--- src/include/flash_prot_pkg.sv ---
// Constants shared by the flash protection logic and its option store.
// Assumes one core clock; all offsets are byte addresses on the register port.
package flash_prot_pkg;
  // ---------------------------------------------------------------
  // Register offsets
  // ---------------------------------------------------------------
  localparam logic [15:0] OFF_CTRL_ONE = 16'h505a;
  localparam logic [15:0] OFF_CTRL_TWO = 16'h505b;
  localparam logic [15:0] OFF_CTRL_TWO_INV = 16'h505c;
  localparam logic [15:0] OFF_PROT = 16'h505d;
  localparam logic [15:0] OFF_PROT_INV = 16'h505e;
  localparam logic [15:0] OFF_STATUS = 16'h505f;
  localparam logic [15:0] OFF_PROG_KEY = 16'h5062;
  localparam logic [15:0] OFF_DATA_KEY = 16'h5064;
  // ---------------------------------------------------------------
  // Reset values
  // ---------------------------------------------------------------
  localparam logic [7:0] RST_CTRL_ONE = 8'h00;
  localparam logic [7:0] RST_CTRL_TWO = 8'h00;
  localparam logic [7:0] RST_CTRL_TWO_INV = 8'hff;
  localparam logic [7:0] RST_STATUS = 8'h40;
  localparam logic [7:0] RST_LOCK_OPT = 8'h00;
  localparam logic [7:0] RST_BOOT_SIZE = 8'h00;
  localparam logic [7:0] RST_BOOT_SIZE_INV = 8'hff;
  localparam logic [7:0] RST_BL_OPT = 8'h00;
  localparam logic [7:0] RST_BL_OPT_INV = 8'hff;
  // ---------------------------------------------------------------
  // Field positions
  // ---------------------------------------------------------------
  localparam int STAT_WR_BLOCKED = 0;
  localparam int STAT_PROG_UNLOCKED = 1;
  localparam int STAT_DATA_UNLOCKED = 3;
  localparam int STAT_ERASING = 5;
  localparam int CTRL_TWO_OPT_EN = 7;
  // ---------------------------------------------------------------
  // Option byte indices and values
  // ---------------------------------------------------------------
  localparam logic [2:0] OPT_LOCK = 3'h0;
  localparam logic [2:0] OPT_BOOT_SIZE = 3'h1;
  localparam logic [2:0] OPT_BOOT_SIZE_INV = 3'h2;
  localparam logic [2:0] OPT_BL = 3'h3;
  localparam logic [2:0] OPT_BL_INV = 3'h4;
  localparam logic [7:0] LOCK_ACTIVE = 8'haa;
  localparam int BOOT_STEP_SHIFT = 9;
  localparam logic [16:0] BOOT_STEP_BYTES = 17'h00200;
  localparam logic [16:0] BOOT_MAX_BYTES = 17'h1ffff;
  // ---------------------------------------------------------------
  // Access spaces
  // ---------------------------------------------------------------
  localparam logic [1:0] SPACE_PROG = 2'h0;
  localparam logic [1:0] SPACE_DATA = 2'h1;
  localparam logic [1:0] SPACE_OPT = 2'h2;
endpackage

--- src/include/opt_if.sv ---
// Port between the protection controller and the option byte store.
// Assumes both ends run on core_clk.
`timescale 1ns/1ps
interface opt_if;
  logic wr;
  logic [2:0] wr_idx;
  logic [7:0] wr_data;
  logic [2:0] rd_idx;
  logic [7:0] rd_data;
  logic [7:0] lock_byte;
  logic [7:0] boot_size;
  logic [7:0] boot_size_inv;
  logic [7:0] bl_byte;
  logic [7:0] bl_byte_inv;
  modport store (
    input wr, wr_idx, wr_data, rd_idx,
    output rd_data, lock_byte, boot_size, boot_size_inv, bl_byte, bl_byte_inv
  );
  modport ctrl (
    output wr, wr_idx, wr_data, rd_idx,
    input rd_data, lock_byte, boot_size, boot_size_inv, bl_byte, bl_byte_inv
  );
endinterface

--- src/rtl/flash_protection_logic.sv ---
// Protection controller for program flash, data memory and option bytes.
// Assumes one core clock; the debug request port is already in this domain.
// What this block does
// - Memory writes from software are blocked until an unlock key sequence, and relocked later.
// - A boot code region of up to 128 Kbytes, sized by option bytes, cannot be overwritten by software.
// - Boot region option bytes change only through the debug port; software attempts are ignored.
// - The boot region starts at address zero and grows in 512-byte steps from a byte pair.
// - Read-out protection is on when the lock option byte holds its active value.
// - While read-out protection is on, debug reads and writes of all memories are refused, except a write of the lock byte to another value.
// - Read-out protection holds in every mode, with no bypass path.
// - Removing read-out protection first runs a global erase of program and data memory.
// - The bootloader option is valid only when its two bytes are complements.
`timescale 1ns/1ps
module flash_protection_logic #(
  parameter logic [7:0] PROG_KEY_FIRST = 8'h5a,
  parameter logic [7:0] PROG_KEY_SECOND = 8'ha5,
  parameter logic [7:0] DATA_KEY_FIRST = 8'ha5,
  parameter logic [7:0] DATA_KEY_SECOND = 8'h5a
) (
  // Clock and reset
  input wire logic core_clk,
  input wire logic resetn,
  // Register port
  input wire logic [15:0] reg_addr,
  input wire logic [7:0] reg_wdata,
  input wire logic reg_wr,
  input wire logic reg_rd,
  output logic [7:0] reg_rdata,
  // Software memory write requests
  input wire logic cpu_wr_req,
  input wire logic [1:0] cpu_wr_space,
  input wire logic [16:0] cpu_wr_addr,
  input wire logic [7:0] cpu_wr_data,
  output logic cpu_wr_ok,
  output logic cpu_wr_blocked,
  // Debug port requests
  input wire logic dbg_req,
  input wire logic dbg_we,
  input wire logic [1:0] dbg_space,
  input wire logic [16:0] dbg_addr,
  input wire logic [7:0] dbg_wdata,
  output logic dbg_mem_go,
  output logic dbg_opt_ack,
  output logic [7:0] dbg_opt_rdata,
  output logic dbg_refused,
  // Flash controller erase handshake
  output logic erase_req,
  input wire logic erase_done,
  // Option state
  output logic readout_lock,
  output logic bootloader_option_valid,
  output logic [16:0] boot_area_limit
);
  typedef enum {ST_IDLE, ST_ERASE, ST_COMMIT} erase_state_t;

  opt_if opt ();

  erase_state_t state_q;

  logic [7:0] ctrl_one_q;
  logic [7:0] ctrl_two_q;
  logic [7:0] ctrl_two_inv_q;

  logic wr_blocked_q;
  logic prog_unlocked;
  logic data_unlocked;

  logic [7:0] pend_data_q;
  logic opt_rd_pend_q;
  logic [7:0] rdata_d;

  logic lock_on;
  logic boot_valid;
  logic [16:0] boot_limit;
  logic opt_sw_en;

  logic status_wr;
  logic status_rd;

  logic cpu_in_boot;
  logic cpu_ok_d;
  logic dbg_opt_wr;
  logic dbg_opt_take;
  logic dbg_lock_removal;
  logic cpu_opt_wr;

  // ---------------------------------------------------------------
  // Helpers
  // ---------------------------------------------------------------
  function automatic logic is_pair(input logic [7:0] a, input logic [7:0] b);
    return a == ~b;
  endfunction

  function automatic logic [16:0] steps_to_bytes(input logic [7:0] steps);
    return {steps, 9'h000};
  endfunction

  // ---------------------------------------------------------------
  // Submodules
  // ---------------------------------------------------------------
  option_store u_opt (
    .core_clk(core_clk),
    .resetn(resetn),
    .opt(opt.store)
  );

  unlock_key_seq #(
    .KEY_FIRST(PROG_KEY_FIRST),
    .KEY_SECOND(PROG_KEY_SECOND)
  ) u_prog_key (
    .core_clk(core_clk),
    .resetn(resetn),
    .key_wr(reg_wr && reg_addr == flash_prot_pkg::OFF_PROG_KEY),
    .key_data(reg_wdata),
    .relock(status_wr && !reg_wdata[flash_prot_pkg::STAT_PROG_UNLOCKED]),
    .unlocked_q(prog_unlocked)
  );

  unlock_key_seq #(
    .KEY_FIRST(DATA_KEY_FIRST),
    .KEY_SECOND(DATA_KEY_SECOND)
  ) u_data_key (
    .core_clk(core_clk),
    .resetn(resetn),
    .key_wr(reg_wr && reg_addr == flash_prot_pkg::OFF_DATA_KEY),
    .key_data(reg_wdata),
    .relock(status_wr && !reg_wdata[flash_prot_pkg::STAT_DATA_UNLOCKED]),
    .unlocked_q(data_unlocked)
  );

  // ---------------------------------------------------------------
  // Option decode
  // ---------------------------------------------------------------
  // Lock is read from the live option byte; no mode input exists to mask it
  assign lock_on = opt.lock_byte == flash_prot_pkg::LOCK_ACTIVE;
  assign boot_valid = is_pair(opt.boot_size, opt.boot_size_inv);
  // An invalid size pair fails safe: every address below 0x1ffff is guarded, so only the top byte of the 128 Kbyte window is open
  assign boot_limit = boot_valid ? steps_to_bytes(opt.boot_size)
                                 : flash_prot_pkg::BOOT_MAX_BYTES;
  assign opt_sw_en = ctrl_two_q[flash_prot_pkg::CTRL_TWO_OPT_EN]
                     && is_pair(ctrl_two_q, ctrl_two_inv_q);
  assign status_wr = reg_wr && reg_addr == flash_prot_pkg::OFF_STATUS;
  assign status_rd = reg_rd && reg_addr == flash_prot_pkg::OFF_STATUS;

  // ---------------------------------------------------------------
  // Software write gate
  // ---------------------------------------------------------------
  assign cpu_in_boot = cpu_wr_addr < boot_limit;

  always_comb begin
    cpu_ok_d = 1'b0;
    case (cpu_wr_space)
      flash_prot_pkg::SPACE_PROG: cpu_ok_d = prog_unlocked && !cpu_in_boot;
      flash_prot_pkg::SPACE_DATA: cpu_ok_d = data_unlocked;
      default: cpu_ok_d = 1'b0;
    endcase
  end

  // Software may only touch the bootloader pair; boot size bytes never
  assign cpu_opt_wr = cpu_wr_req && cpu_wr_space == flash_prot_pkg::SPACE_OPT
                      && data_unlocked && opt_sw_en && state_q == ST_IDLE && !dbg_opt_take
                      && (cpu_wr_addr[2:0] == flash_prot_pkg::OPT_BL
                          || cpu_wr_addr[2:0] == flash_prot_pkg::OPT_BL_INV);

  always_ff @(posedge core_clk) begin
    if (!resetn) begin
      cpu_wr_ok <= 1'b0;
      cpu_wr_blocked <= 1'b0;
    end else begin
      cpu_wr_ok <= cpu_wr_req && (cpu_ok_d || cpu_opt_wr);
      cpu_wr_blocked <= cpu_wr_req && !(cpu_ok_d || cpu_opt_wr);
    end
  end

  // ---------------------------------------------------------------
  // Debug gate
  // ---------------------------------------------------------------
  assign dbg_opt_wr = dbg_req && dbg_we && dbg_space == flash_prot_pkg::SPACE_OPT;
  assign dbg_opt_take = dbg_opt_wr && !lock_on && state_q == ST_IDLE;
  // Only a write of the lock byte to another value may pass while locked
  assign dbg_lock_removal = dbg_opt_wr && lock_on
                            && dbg_addr[2:0] == flash_prot_pkg::OPT_LOCK
                            && dbg_wdata != flash_prot_pkg::LOCK_ACTIVE;

  always_ff @(posedge core_clk) begin
    if (!resetn) begin
      dbg_mem_go <= 1'b0;
      dbg_refused <= 1'b0;
    end else begin
      dbg_mem_go <= dbg_req && !lock_on && state_q == ST_IDLE
                    && dbg_space != flash_prot_pkg::SPACE_OPT;
      dbg_refused <= dbg_req && (state_q != ST_IDLE
                     || (lock_on && !dbg_lock_removal));
    end
  end

  // Option reads come back one cycle later from the store's read register
  always_ff @(posedge core_clk) begin
    if (!resetn) begin
      opt_rd_pend_q <= 1'b0;
    end else begin
      opt_rd_pend_q <= dbg_req && !dbg_we && dbg_space == flash_prot_pkg::SPACE_OPT
                       && !lock_on && state_q == ST_IDLE;
    end
  end

  always_ff @(posedge core_clk) begin
    if (!resetn) begin
      dbg_opt_ack <= 1'b0;
      dbg_opt_rdata <= 8'h00;
    end else begin
      dbg_opt_ack <= opt_rd_pend_q || (state_q == ST_COMMIT)
                     || dbg_opt_take;
      dbg_opt_rdata <= opt_rd_pend_q ? opt.rd_data : 8'h00;
    end
  end

  assign opt.rd_idx = dbg_addr[2:0];

  // ---------------------------------------------------------------
  // Option writes and global erase
  // ---------------------------------------------------------------
  always_ff @(posedge core_clk) begin
    if (!resetn) begin
      state_q <= ST_IDLE;
    end else begin
      case (state_q)
        ST_IDLE: if (dbg_lock_removal) state_q <= ST_ERASE;
        ST_ERASE: if (erase_done) state_q <= ST_COMMIT;
        ST_COMMIT: state_q <= ST_IDLE;
        default: state_q <= ST_IDLE;
      endcase
    end
  end

  always_ff @(posedge core_clk) begin
    if (!resetn) begin
      pend_data_q <= 8'h00;
    end else if (state_q == ST_IDLE && dbg_lock_removal) begin
      pend_data_q <= dbg_wdata;
    end
  end

  always_ff @(posedge core_clk) begin
    if (!resetn) begin
      erase_req <= 1'b0;
    end else begin
      erase_req <= (state_q == ST_IDLE && dbg_lock_removal)
                   || (state_q == ST_ERASE && !erase_done);
    end
  end

  // A lock removal rewrites the lock byte only after the erase has completed
  always_comb begin
    opt.wr = 1'b0;
    opt.wr_idx = dbg_addr[2:0];
    opt.wr_data = dbg_wdata;
    if (state_q == ST_COMMIT) begin
      opt.wr = 1'b1;
      opt.wr_idx = flash_prot_pkg::OPT_LOCK;
      opt.wr_data = pend_data_q;
    end else if (dbg_opt_take) begin
      opt.wr = 1'b1;
    end else if (cpu_opt_wr) begin
      opt.wr = 1'b1;
      opt.wr_idx = cpu_wr_addr[2:0];
      opt.wr_data = cpu_wr_data;
    end
  end

  // ---------------------------------------------------------------
  // Option state outputs
  // ---------------------------------------------------------------
  always_ff @(posedge core_clk) begin
    if (!resetn) begin
      readout_lock <= 1'b0;
      bootloader_option_valid <= 1'b0;
      boot_area_limit <= 17'h00000;
    end else begin
      readout_lock <= lock_on;
      bootloader_option_valid <= is_pair(opt.bl_byte, opt.bl_byte_inv);
      boot_area_limit <= boot_limit;
    end
  end

  // ---------------------------------------------------------------
  // Registers
  // ---------------------------------------------------------------
  always_ff @(posedge core_clk) begin
    if (!resetn) begin
      ctrl_one_q <= flash_prot_pkg::RST_CTRL_ONE;
      ctrl_two_q <= flash_prot_pkg::RST_CTRL_TWO;
      ctrl_two_inv_q <= flash_prot_pkg::RST_CTRL_TWO_INV;
    end else if (reg_wr) begin
      if (reg_addr == flash_prot_pkg::OFF_CTRL_ONE) ctrl_one_q <= reg_wdata;
      if (reg_addr == flash_prot_pkg::OFF_CTRL_TWO) ctrl_two_q <= reg_wdata;
      if (reg_addr == flash_prot_pkg::OFF_CTRL_TWO_INV) ctrl_two_inv_q <= reg_wdata;
    end
  end

  // Sticky block flag: a new block wins over the read that clears it
  always_ff @(posedge core_clk) begin
    if (!resetn) begin
      wr_blocked_q <= 1'b0;
    end else if (cpu_wr_req && !(cpu_ok_d || cpu_opt_wr)) begin
      wr_blocked_q <= 1'b1;
    end else if (status_rd) begin
      wr_blocked_q <= 1'b0;
    end
  end

  // Protection bytes mirror the option store; writes here are ignored
  always_comb begin
    rdata_d = 8'h00;
    case (reg_addr)
      flash_prot_pkg::OFF_CTRL_ONE: rdata_d = ctrl_one_q;
      flash_prot_pkg::OFF_CTRL_TWO: rdata_d = ctrl_two_q;
      flash_prot_pkg::OFF_CTRL_TWO_INV: rdata_d = ctrl_two_inv_q;
      flash_prot_pkg::OFF_PROT: rdata_d = opt.boot_size;
      flash_prot_pkg::OFF_PROT_INV: rdata_d = opt.boot_size_inv;
      flash_prot_pkg::OFF_STATUS: begin
        rdata_d = flash_prot_pkg::RST_STATUS;
        rdata_d[flash_prot_pkg::STAT_WR_BLOCKED] = wr_blocked_q;
        rdata_d[flash_prot_pkg::STAT_PROG_UNLOCKED] = prog_unlocked;
        rdata_d[flash_prot_pkg::STAT_DATA_UNLOCKED] = data_unlocked;
        rdata_d[flash_prot_pkg::STAT_ERASING] = state_q != ST_IDLE;
      end
      default: rdata_d = 8'h00;
    endcase
  end

  always_ff @(posedge core_clk) begin
    if (!resetn) begin
      reg_rdata <= 8'h00;
    end else if (reg_rd) begin
      reg_rdata <= rdata_d;
    end else begin
      reg_rdata <= 8'h00;
    end
  end
endmodule // flash_protection_logic

--- src/rtl/option_store.sv ---
// Option byte store: five bytes, registered read port, live copies out.
// Assumes writes arrive already checked by the protection controller.
`timescale 1ns/1ps
module option_store (
  // Clock and reset
  input wire logic core_clk,
  input wire logic resetn,
  // Controller side
  opt_if.store opt
);
  logic [7:0] mem_q [0:4];

  always_ff @(posedge core_clk) begin
    if (!resetn) begin
      mem_q[0] <= flash_prot_pkg::RST_LOCK_OPT;
      mem_q[1] <= flash_prot_pkg::RST_BOOT_SIZE;
      mem_q[2] <= flash_prot_pkg::RST_BOOT_SIZE_INV;
      mem_q[3] <= flash_prot_pkg::RST_BL_OPT;
      mem_q[4] <= flash_prot_pkg::RST_BL_OPT_INV;
    end else if (opt.wr && opt.wr_idx <= flash_prot_pkg::OPT_BL_INV) begin
      mem_q[opt.wr_idx] <= opt.wr_data;
    end
  end

  always_ff @(posedge core_clk) begin
    if (!resetn) begin
      opt.rd_data <= 8'h00;
    end else if (opt.rd_idx <= flash_prot_pkg::OPT_BL_INV) begin
      opt.rd_data <= mem_q[opt.rd_idx];
    end else begin
      opt.rd_data <= 8'h00;
    end
  end

  assign opt.lock_byte = mem_q[0];
  assign opt.boot_size = mem_q[1];
  assign opt.boot_size_inv = mem_q[2];
  assign opt.bl_byte = mem_q[3];
  assign opt.bl_byte_inv = mem_q[4];
endmodule // option_store

--- src/rtl/unlock_key_seq.sv ---
// Two-key unlock sequencer for one memory space.
// Assumes key writes are single-cycle strobes from the register port.
`timescale 1ns/1ps
module unlock_key_seq #(
  parameter logic [7:0] KEY_FIRST = 8'h5a,
  parameter logic [7:0] KEY_SECOND = 8'ha5
) (
  // Clock and reset
  input wire logic core_clk,
  input wire logic resetn,
  // Key writes and relock
  input wire logic key_wr,
  input wire logic [7:0] key_data,
  input wire logic relock,
  // State
  output logic unlocked_q
);
  logic first_seen_q;

  always_ff @(posedge core_clk) begin
    if (!resetn) begin
      first_seen_q <= 1'b0;
    end else if (key_wr) begin
      first_seen_q <= !first_seen_q && key_data == KEY_FIRST;
    end
  end

  // A wrong key restarts the sequence rather than unlocking
  always_ff @(posedge core_clk) begin
    if (!resetn) begin
      unlocked_q <= 1'b0;
    end else if (key_wr && first_seen_q && key_data == KEY_SECOND) begin
      unlocked_q <= 1'b1;
    end else if (relock) begin
      unlocked_q <= 1'b0;
    end
  end
endmodule // unlock_key_seq

--- config.mk ---
export PLATFORM = sky130hd
export DESIGN_NAME = flash_protection_logic
export DESIGN_NICKNAME = d
export VERILOG_FILES = /design/src/include/flash_prot_pkg.sv /design/src/include/opt_if.sv /design/src/rtl/flash_protection_logic.sv /design/src/rtl/option_store.sv /design/src/rtl/unlock_key_seq.sv
export SDC_FILE = /design/constraint.sdc
export NUM_CORES = 1
export LEC_CHECK = 0
export BUFFER_PORTS_ARGS = -buffer_cell sky130_fd_sc_hd__buf_2
export CAP_MARGIN = 20
export CELL_PAD_IN_SITES_DETAIL_PLACEMENT = 1
export CELL_PAD_IN_SITES_GLOBAL_PLACEMENT = 1
export CORE_MARGIN = 2
export CORE_UTILIZATION = 45
export CTS_BUF_LIST = sky130_fd_sc_hd__clkbuf_2
export CTS_CLUSTER_DIAMETER = 200
export DETAILED_ROUTE_END_ITERATION = 6
export GPL_TIMING_DRIVEN = 0
export PLACE_DENSITY_LB_ADDON = 0.1
export REMOVE_ABC_BUFFERS = 1
export SETUP_SLACK_MARGIN = 0.4
export SLEW_MARGIN = 20
export SYNTH_ARGS = -nofsm -noshare
export SYNTH_HDL_FRONTEND = slang
export SYNTH_SLANG_ARGS = --single-unit
export TNS_END_PERCENT = 5
--- constraint.sdc ---
create_clock -name core_clk -period 3.9 [get_ports core_clk]
set_clock_uncertainty 0.2 [all_clocks]
set_input_delay 0.78 -clock core_clk [delete_from_list [all_inputs] [get_ports core_clk]]
set_output_delay 0.78 -clock core_clk [all_outputs]
set_load 0.05 [all_outputs]
==> results of run 1 <==
power groups by stage:
stage	Sequential, mW	Clock, mW	Combinational, mW
floorplan	1.71	0	0.105
global placement	1.68	0	0.256
detailed placement	1.68	0	0.265
CTS	1.65	0.842	0.267
global route	1.65	0.910	0.292
finish	1.65	0.820	0.269
per-stage QoR:
stage | std cells | hold WS [ns] | setup WS (ns) | cell area (um2) | setup TNS, ns
2_1_floorplan | 577 | 0.240 | -0.244 | 6550 | -2.19
3_3_place_gp | 873 | 0.250 | -0.821 | 7340 | -33.73
3_5_place_dp | 874 | 0.253 | -0.117 | 7360 | -0.935
4_1_cts | 907 | 0.0526 | 0.320 | 7590 | 0
5_1_grt | 907 | 0.0567 | 0.160 | 7610 | 0
6_report | 907 | 0.114 | 0.358 | 7610 | 0
cells by family after synthesis:
kind of cell             after synthesis  share of synthesized area [%]
XOR/XNOR                              23                           3.04
other                                  1                         0.0566
adder cells (fa/ha/maj)               16                           3.02
multiplexers                          62                           12.5
AO/OA/AOI/OAI                         75                           7.62
flip-flops                           145                           53.5
buffers and inverters                 44                           3.19
AND/OR/NAND/NOR                      218                           17.0
flip-flops by register name, summed over array words and instances (netlist names), 8 cells and up:
signal	flops
u_opt.mem_q	64
boot_area_limit	9
ctrl_one_q	8
ctrl_two_inv_q	8
ctrl_two_q	8
dbg_opt_rdata	8
pend_data_q	8
reg_rdata	8
u_opt.opt.rd_data	8
metal layers:
layer | vias up | global-route usage, %
met3 | 25 | 4.49
met1 | 2543 | 32.3
met5 | - | 0
li1 | 2376 | -
met2 | 172 | 38.5
met4 | 0 | 8.10
final cells by class:
class,count,area share (%)
multi-input cells,418,39.3
inverters,14,0.707
well taps,184,3.02
clock inverters,13,1.55
clock buffers,19,1.25
flip-flops and latches,145,46.6
repair buffers,114,7.64
final timing paths:
path / from / cells after the start / endpoint / slack, ns
max reg2reg: u_opt.mem_q[0][4]$_SDFFCE_PN0P_ / 7 / u_opt.mem_q[7][0]$_DFFE_PP_ / 0.36
min: dbg_wdata[2] / 3 / pend_data_q[2]$_SDFFE_PN0P_ / 0.11
min reg2reg: u_opt.opt.rd_data[6]$_SDFF_PN0_ / 1 / dbg_opt_rdata[6]$_SDFF_PN0_ / 0.28
max: u_opt.mem_q[0][4]$_SDFFCE_PN0P_ / 7 / u_opt.mem_q[7][0]$_DFFE_PP_ / 0.36
worst register-to-register path, delay by kind of cell (launching register included):
kind	cells	cell delay, ns
mux	2	1.03
buf+inv	2	0.42
flops	1	0.44
compound gates	1	0.50
simple gates	2	0.68
timing repair:
action	4_1_cts	5_1_grt
setup endpoints to repair	11	69
pin swaps	0	0
endpoints found under the hold margin	1	0
resized for setup	2	3
hold buffers	1	0
cell usage in the layout, fill, tap and decap left out, types with 4 or more instances in the layout:
cell / Yosys / layout
ha_1: 16 / 16
nand3_1: 12 / 12
nand4_1: 8 / 8
a22oi_1: 16 / 16
nor3_1: 5 / 5
and3_1: 10 / 10
nand2_1: 57 / 57
clkbuf_2: 0 / 19
xor2_1: 14 / 14
a21oi_1: 26 / 26
nor4bb_1: 8 / 8
nor2_1: 78 / 77
a31oi_1: 5 / 5
mux2_2: 8 / 8
conb_1: 1 / 24
nand2b_1: 5 / 5
buf_2: 1 / 112
inv_4: 0 / 4
edfxtp_1: 64 / 64
dfxtp_1: 81 / 81
o21ai_0: 7 / 7
mux4_2: 16 / 16
mux2i_1: 38 / 36
inv_1: 13 / 12
clkinv_1: 1 / 4
xnor2_1: 9 / 9
==> metrics, run 1 <==
outcome=completed; largest net degree at the start of global routing=42; layout cells sized above 1=25.6%; Syn. warnings=0; Routed WL=roughly 18,000 um; Seq pwr share=60.2%; Buffers on Ports=112; multi-input logic area=approximately 3000 um2; Psw=about 0.73 mW; Worst Hold Class=in2reg; Max Slew Vio Count=0; DRC Markers=0; WL met1=around 8200 um; Layout Nets=812; worst path arrival time=3.77 ns; htree depth=4; post-DP HPWL=about 14,000 um; routed length on met3=approximately 1000 um; unrepaired setup endpoints after global routing=yes; Root Driver=clkbuf_2; top_reg_cell synth=dfxtp_1; Synth area leaders=edfxtp_1 29%, dfxtp_1 24%, mux2i_1 5.7%; Sw Share=26.5%; vias per cell=5.64; RePlAce Congestion=0.883; Iter 0 DRT Violations=344; vias in the first global route=5,204; DRT Pass-1 Iters=7; classification of the worst setup path=reg2reg; Post-synth EDFFs=64; measured slew at the worst slew-check pin=approximately 0.94 ns; syn_area_per_cell=11.3 um2; Detail Route Antenna Nets=0; first-pass GRT wire length=between 20,000 and 30,000 um; # fillers=1,612; Worst-path clk slew=0.21 ns; Commonest cells post-synth=81 x dfxtp_1, 78 x nor2_1, 64 x edfxtp_1; Hold Violations, Final=0; Max Fclk=282 MHz; post-synthesis cell type count=58; Tmin final=3.54 ns; Critical Path Start Type=register; DR WL/cell=20.2 um; Max FO, Critical Path=8; Synth area leader=edfxtp_1; sequential area share after synthesis=53.5%; Final Cycle Share=90.8%; Top Ports=127; Req. time, crit path=about 4.1 ns; PD cells=360 nW/um2; top-count cell post-synth=dfxtp_1; core area=roughly 14,000 um2; Max Cap Viol=0; Die Wd=approximately 130 um; combinational group share of total power=9.8%; internal power=between 2 and 2.5 mW; crit end category=register; # diodes=0; max incr delay on CP=0.68 ns; asr flop ratio synth=0%; Layout Area Growth over Synthesis=15.0%; Skew-Pair Late Insertion Delay=0.73 ns; Power Total=2.74 mW; Clock power frac=30.0%; clock sink count=145; Yosys top cell area share=29.0%; number of synthesized register bits=145; Setup Fix Bufs, Post-CTS=0; WL met2=roughly 8700 um; die extent in y=125 um; die area=15,700 um2; sequential cell area=3540 um2; IR drop worst, VDD=0.000132 V; WP buf/inv=2; initial antenna violation count=0; top sig layer=met4; Cells after Synth=584; GRT Overall Usage=between 20% and 30%; Starting Density=around 46%; total CTS buffers=17; sequence of cells on the critical path=nor4bb_1 -> nand2_1 -> a2111oi_4 -> buf_6 -> mux2_2 -> mux2i_1 -> inv_1; site row count=44; final setup vio count=0; Mapped Area=~6600 um2; Max-Slew Margin vs Limit=37.1%; Via Count=5,116; Slowest-stage cell, CP=mux2i_1; Bufs on Longest Clock Path=2; fin util=52.6%; family with the most delay on the worst path=multiplexers; global route overflow=0; TritonCTS clock tree=built; Leak=about 3.1 nW
No activity file was read; power rests on OpenSTA's default activity.
==> inputs of run 2 (changes only) <==
--- a/config.mk
+++ b/config.mk
@@ -5,7 +5,7 @@
 export SDC_FILE = /design/constraint.sdc
 export NUM_CORES = 1
 export LEC_CHECK = 0
-export BUFFER_PORTS_ARGS = -buffer_cell sky130_fd_sc_hd__buf_2
+export BUFFER_PORTS_ARGS = -buffer_cell sky130_fd_sc_hd__buf_4
 export CAP_MARGIN = 20
 export CELL_PAD_IN_SITES_DETAIL_PLACEMENT = 1
 export CELL_PAD_IN_SITES_GLOBAL_PLACEMENT = 1
==> run 2 against run 1 <==
  * Critical endpoint is now u_opt.mem_q[5][6]$_DFFE_PP_
  * Via count is essentially flat
  * Flip-flop and latch count is the same
  * Largest cell class unchanged
  * Non-clock buffer count grew 2
==> metrics, run 2 (same netlist as run 1, synthesis figures left out) <==
initial antenna violation count=0; routed length on met3=1170 um; non-filler cells, final=909; htree depth=4; RePlAce Congestion=between 0.8 and 0.9; measured slew at the worst slew-check pin=0.968 ns; DR WL/cell=between 20 and 25 um; Largest regs=u_opt.mem_q x64, boot_area_limit x9; TritonCTS clock tree=built; Critical Path Start Type=register; Bufs on Longest Clock Path=2; clock sink count=between 100 and 150; first-pass GRT wire length=roughly 29,000 um; die area=15,700 um2; Power Total=2.97 mW; commonest non-fill, non-tap cells in the layout=112 x buf_4, 81 x dfxtp_1, 77 x nor2_1; DRC Markers=0; Leak=3.23 nW; layout cells sized above 1=roughly 26%; WL met1=8210 um; dpl cells=between 800 and 900; Worst-path clk slew=0.20 ns; worst path arrival time=3.89 ns; post-DP HPWL=between 10,000 and 15,000 um; Routed WL=approximately 18,000 um; Hold Violations, Final=0; Layout Area Growth over Synthesis=20.8%; # diodes=0; Max Cap Viol=0; Buffers on Ports=112; unrepaired setup endpoints after global routing=yes; Iter 0 DRT Violations=344; most flop-heavy register=u_opt.mem_q; Starting Density=45.7%; Setup WS pre-CTS=0.163 ns; Critical Path Stages=7; vias per cell=roughly 5.6; fin worst setup slack=~0.33 ns; Layout Nets=814; reg2reg start=u_opt.mem_q[0][4]$_SDFFCE_PN0P_; cells on worst reg2reg path=7; DRT Pass-1 Iters=5; core area=roughly 14,000 um2; PD cells=371 nW/um2; fin util=55.2%; outcome=completed; Die Wd=between 100 and 150 um; Req. time, crit path=about 4.2 ns; Skew-Pair Late Insertion Delay=0.78 ns; global route overflow=0; crit end category=register; Tmin final=about 3.6 ns; # fillers=1,607; Detail Route Antenna Nets=0; Root Driver=clkbuf_2; top sig layer=met4; final setup vio count=0; classification of the worst setup path=reg2reg; Worst Setup SP=u_opt.mem_q[0][4]$_SDFFCE_PN0P_; GRT Overall Usage=24.0%; r2r setup slk=0.33 ns; max incr delay on CP=about 0.65 ns; Max FO, Critical Path=8; total CTS buffers=17; WP buf/inv=2; Top Ports=127; die extent in y=125 um; largest net degree at the start of global routing=between 40 and 50; Setup crit end=u_opt.mem_q[5][6]$_DFFE_PP_; IR drop worst, VDD=0.000189 V; vias in the first global route=5,203; reg2reg end=u_opt.mem_q[5][6]$_DFFE_PP_; max reg flops=64; Max-Slew Margin vs Limit=35.0%; Via Count=5,118; Worst Hold Class=in2reg; commonest non-fill, non-tap cell in the layout=buf_4; Final Cycle Share=91.6%; family with the most delay on the worst path=multiplexers; Max Fclk=about 280 MHz; Slowest-stage cell, CP=mux2i_1; Hold Slack=0.0434 ns; WL met2=8540 um; site row count=between 40 and 50; Max Slew Vio Count=0; sequence of cells on the critical path=nor4bb_1 -> nand2_1 -> a2111oi_4 -> buf_6 -> mux2_2 -> mux2i_1 -> inv_1
-- run 2: cell count changes in the layout (fill, tap and decap cells not counted) --
cell,change
a211oi_4,+1
inv_4,-4
buf_2,-112
clkinvlp_4,+1
dlygate4sd3_1,+2
clkinv_2,+1
clkinv_1,-1
bufinv_16,+3
mux2i_2,+1
mux2i_1,-1
buf_4,+112
a211oi_2,-1
-- run 2: layout make-up --
type | instances | area (um2) | share of cell area [%]
flip-flops and latches | 145 | 3540 | 44.3
repair buffers | 116 | 882 | 11.0
inverters | 14 | 53.8 | 0.673
well taps | 184 | 230 | 2.88
clock inverters | 13 | 191 | 2.39
multi-input cells | 418 | 3000 | 37.5
clock buffers | 19 | 95.1 | 1.19
-- run 2: repair_timing --
action / in CTS / in global routing
setup endpoints to repair: 13 / 74
hold buffers: 1 / 2
resized for setup: 1 / 6
hold endpoints to repair: 1 / 2
buffers inserted: 0 / 0
-- run 2: how the worst min path moves through the flow --
stage / start / end / slack (ns) / cells past startpoint
2_1_floorplan: ctrl_two_q[7]$_SDFFE_PN0P_ / ctrl_two_q[7]$_SDFFE_PN0P_ / 0.24 / 2
3_3_place_gp: u_opt.opt.rd_data[1]$_SDFF_PN0_ / dbg_opt_rdata[1]$_SDFF_PN0_ / 0.25 / 1
3_5_place_dp: u_opt.opt.rd_data[4]$_SDFF_PN0_ / dbg_opt_rdata[4]$_SDFF_PN0_ / 0.25 / 1
4_1_cts: dbg_req / dbg_refused$_SDFF_PN0_ / 0.01 / 3
5_1_grt: cpu_wr_req / wr_blocked_q$_SDFFE_PN0P_ / 0.008 / 2
6_report: cpu_wr_req / wr_blocked_q$_SDFFE_PN0P_ / 0.04 / 2
-- run 2: worst register-to-register path: stages, from the launching register on --
cell and delay [ns]:
edfxtp_1 0.44, nor4bb_1 0.44, nand2_1 0.36, a2111oi_4 0.51, buf_6 0.22, mux2_2 0.34
mux2i_1 0.65, inv_1 0.16
-- run 2: per-stage QoR --
stage | TNS (ns) | cell area (um2)
after floorplan | -2.19 | 6550
after global placement | -32.12 | 7620
after CTS | 0 | 7950
after global routing | 0 | 8000
after detailed placement | 0 | 7640
final | 0 | 8000
-- run 2: power breakdown --
part	switching [mW]	internal, mW
clock	0.543	0.481
combinational	0.174	0.124
sequential	0.0226	1.63
-- run 2: metal layers --
metal,vias up,track usage [%]
met2,195,37.2
met4,0,8.63
li1,2376,-
met5,-,0
met3,39,6.50
met1,2508,32.5
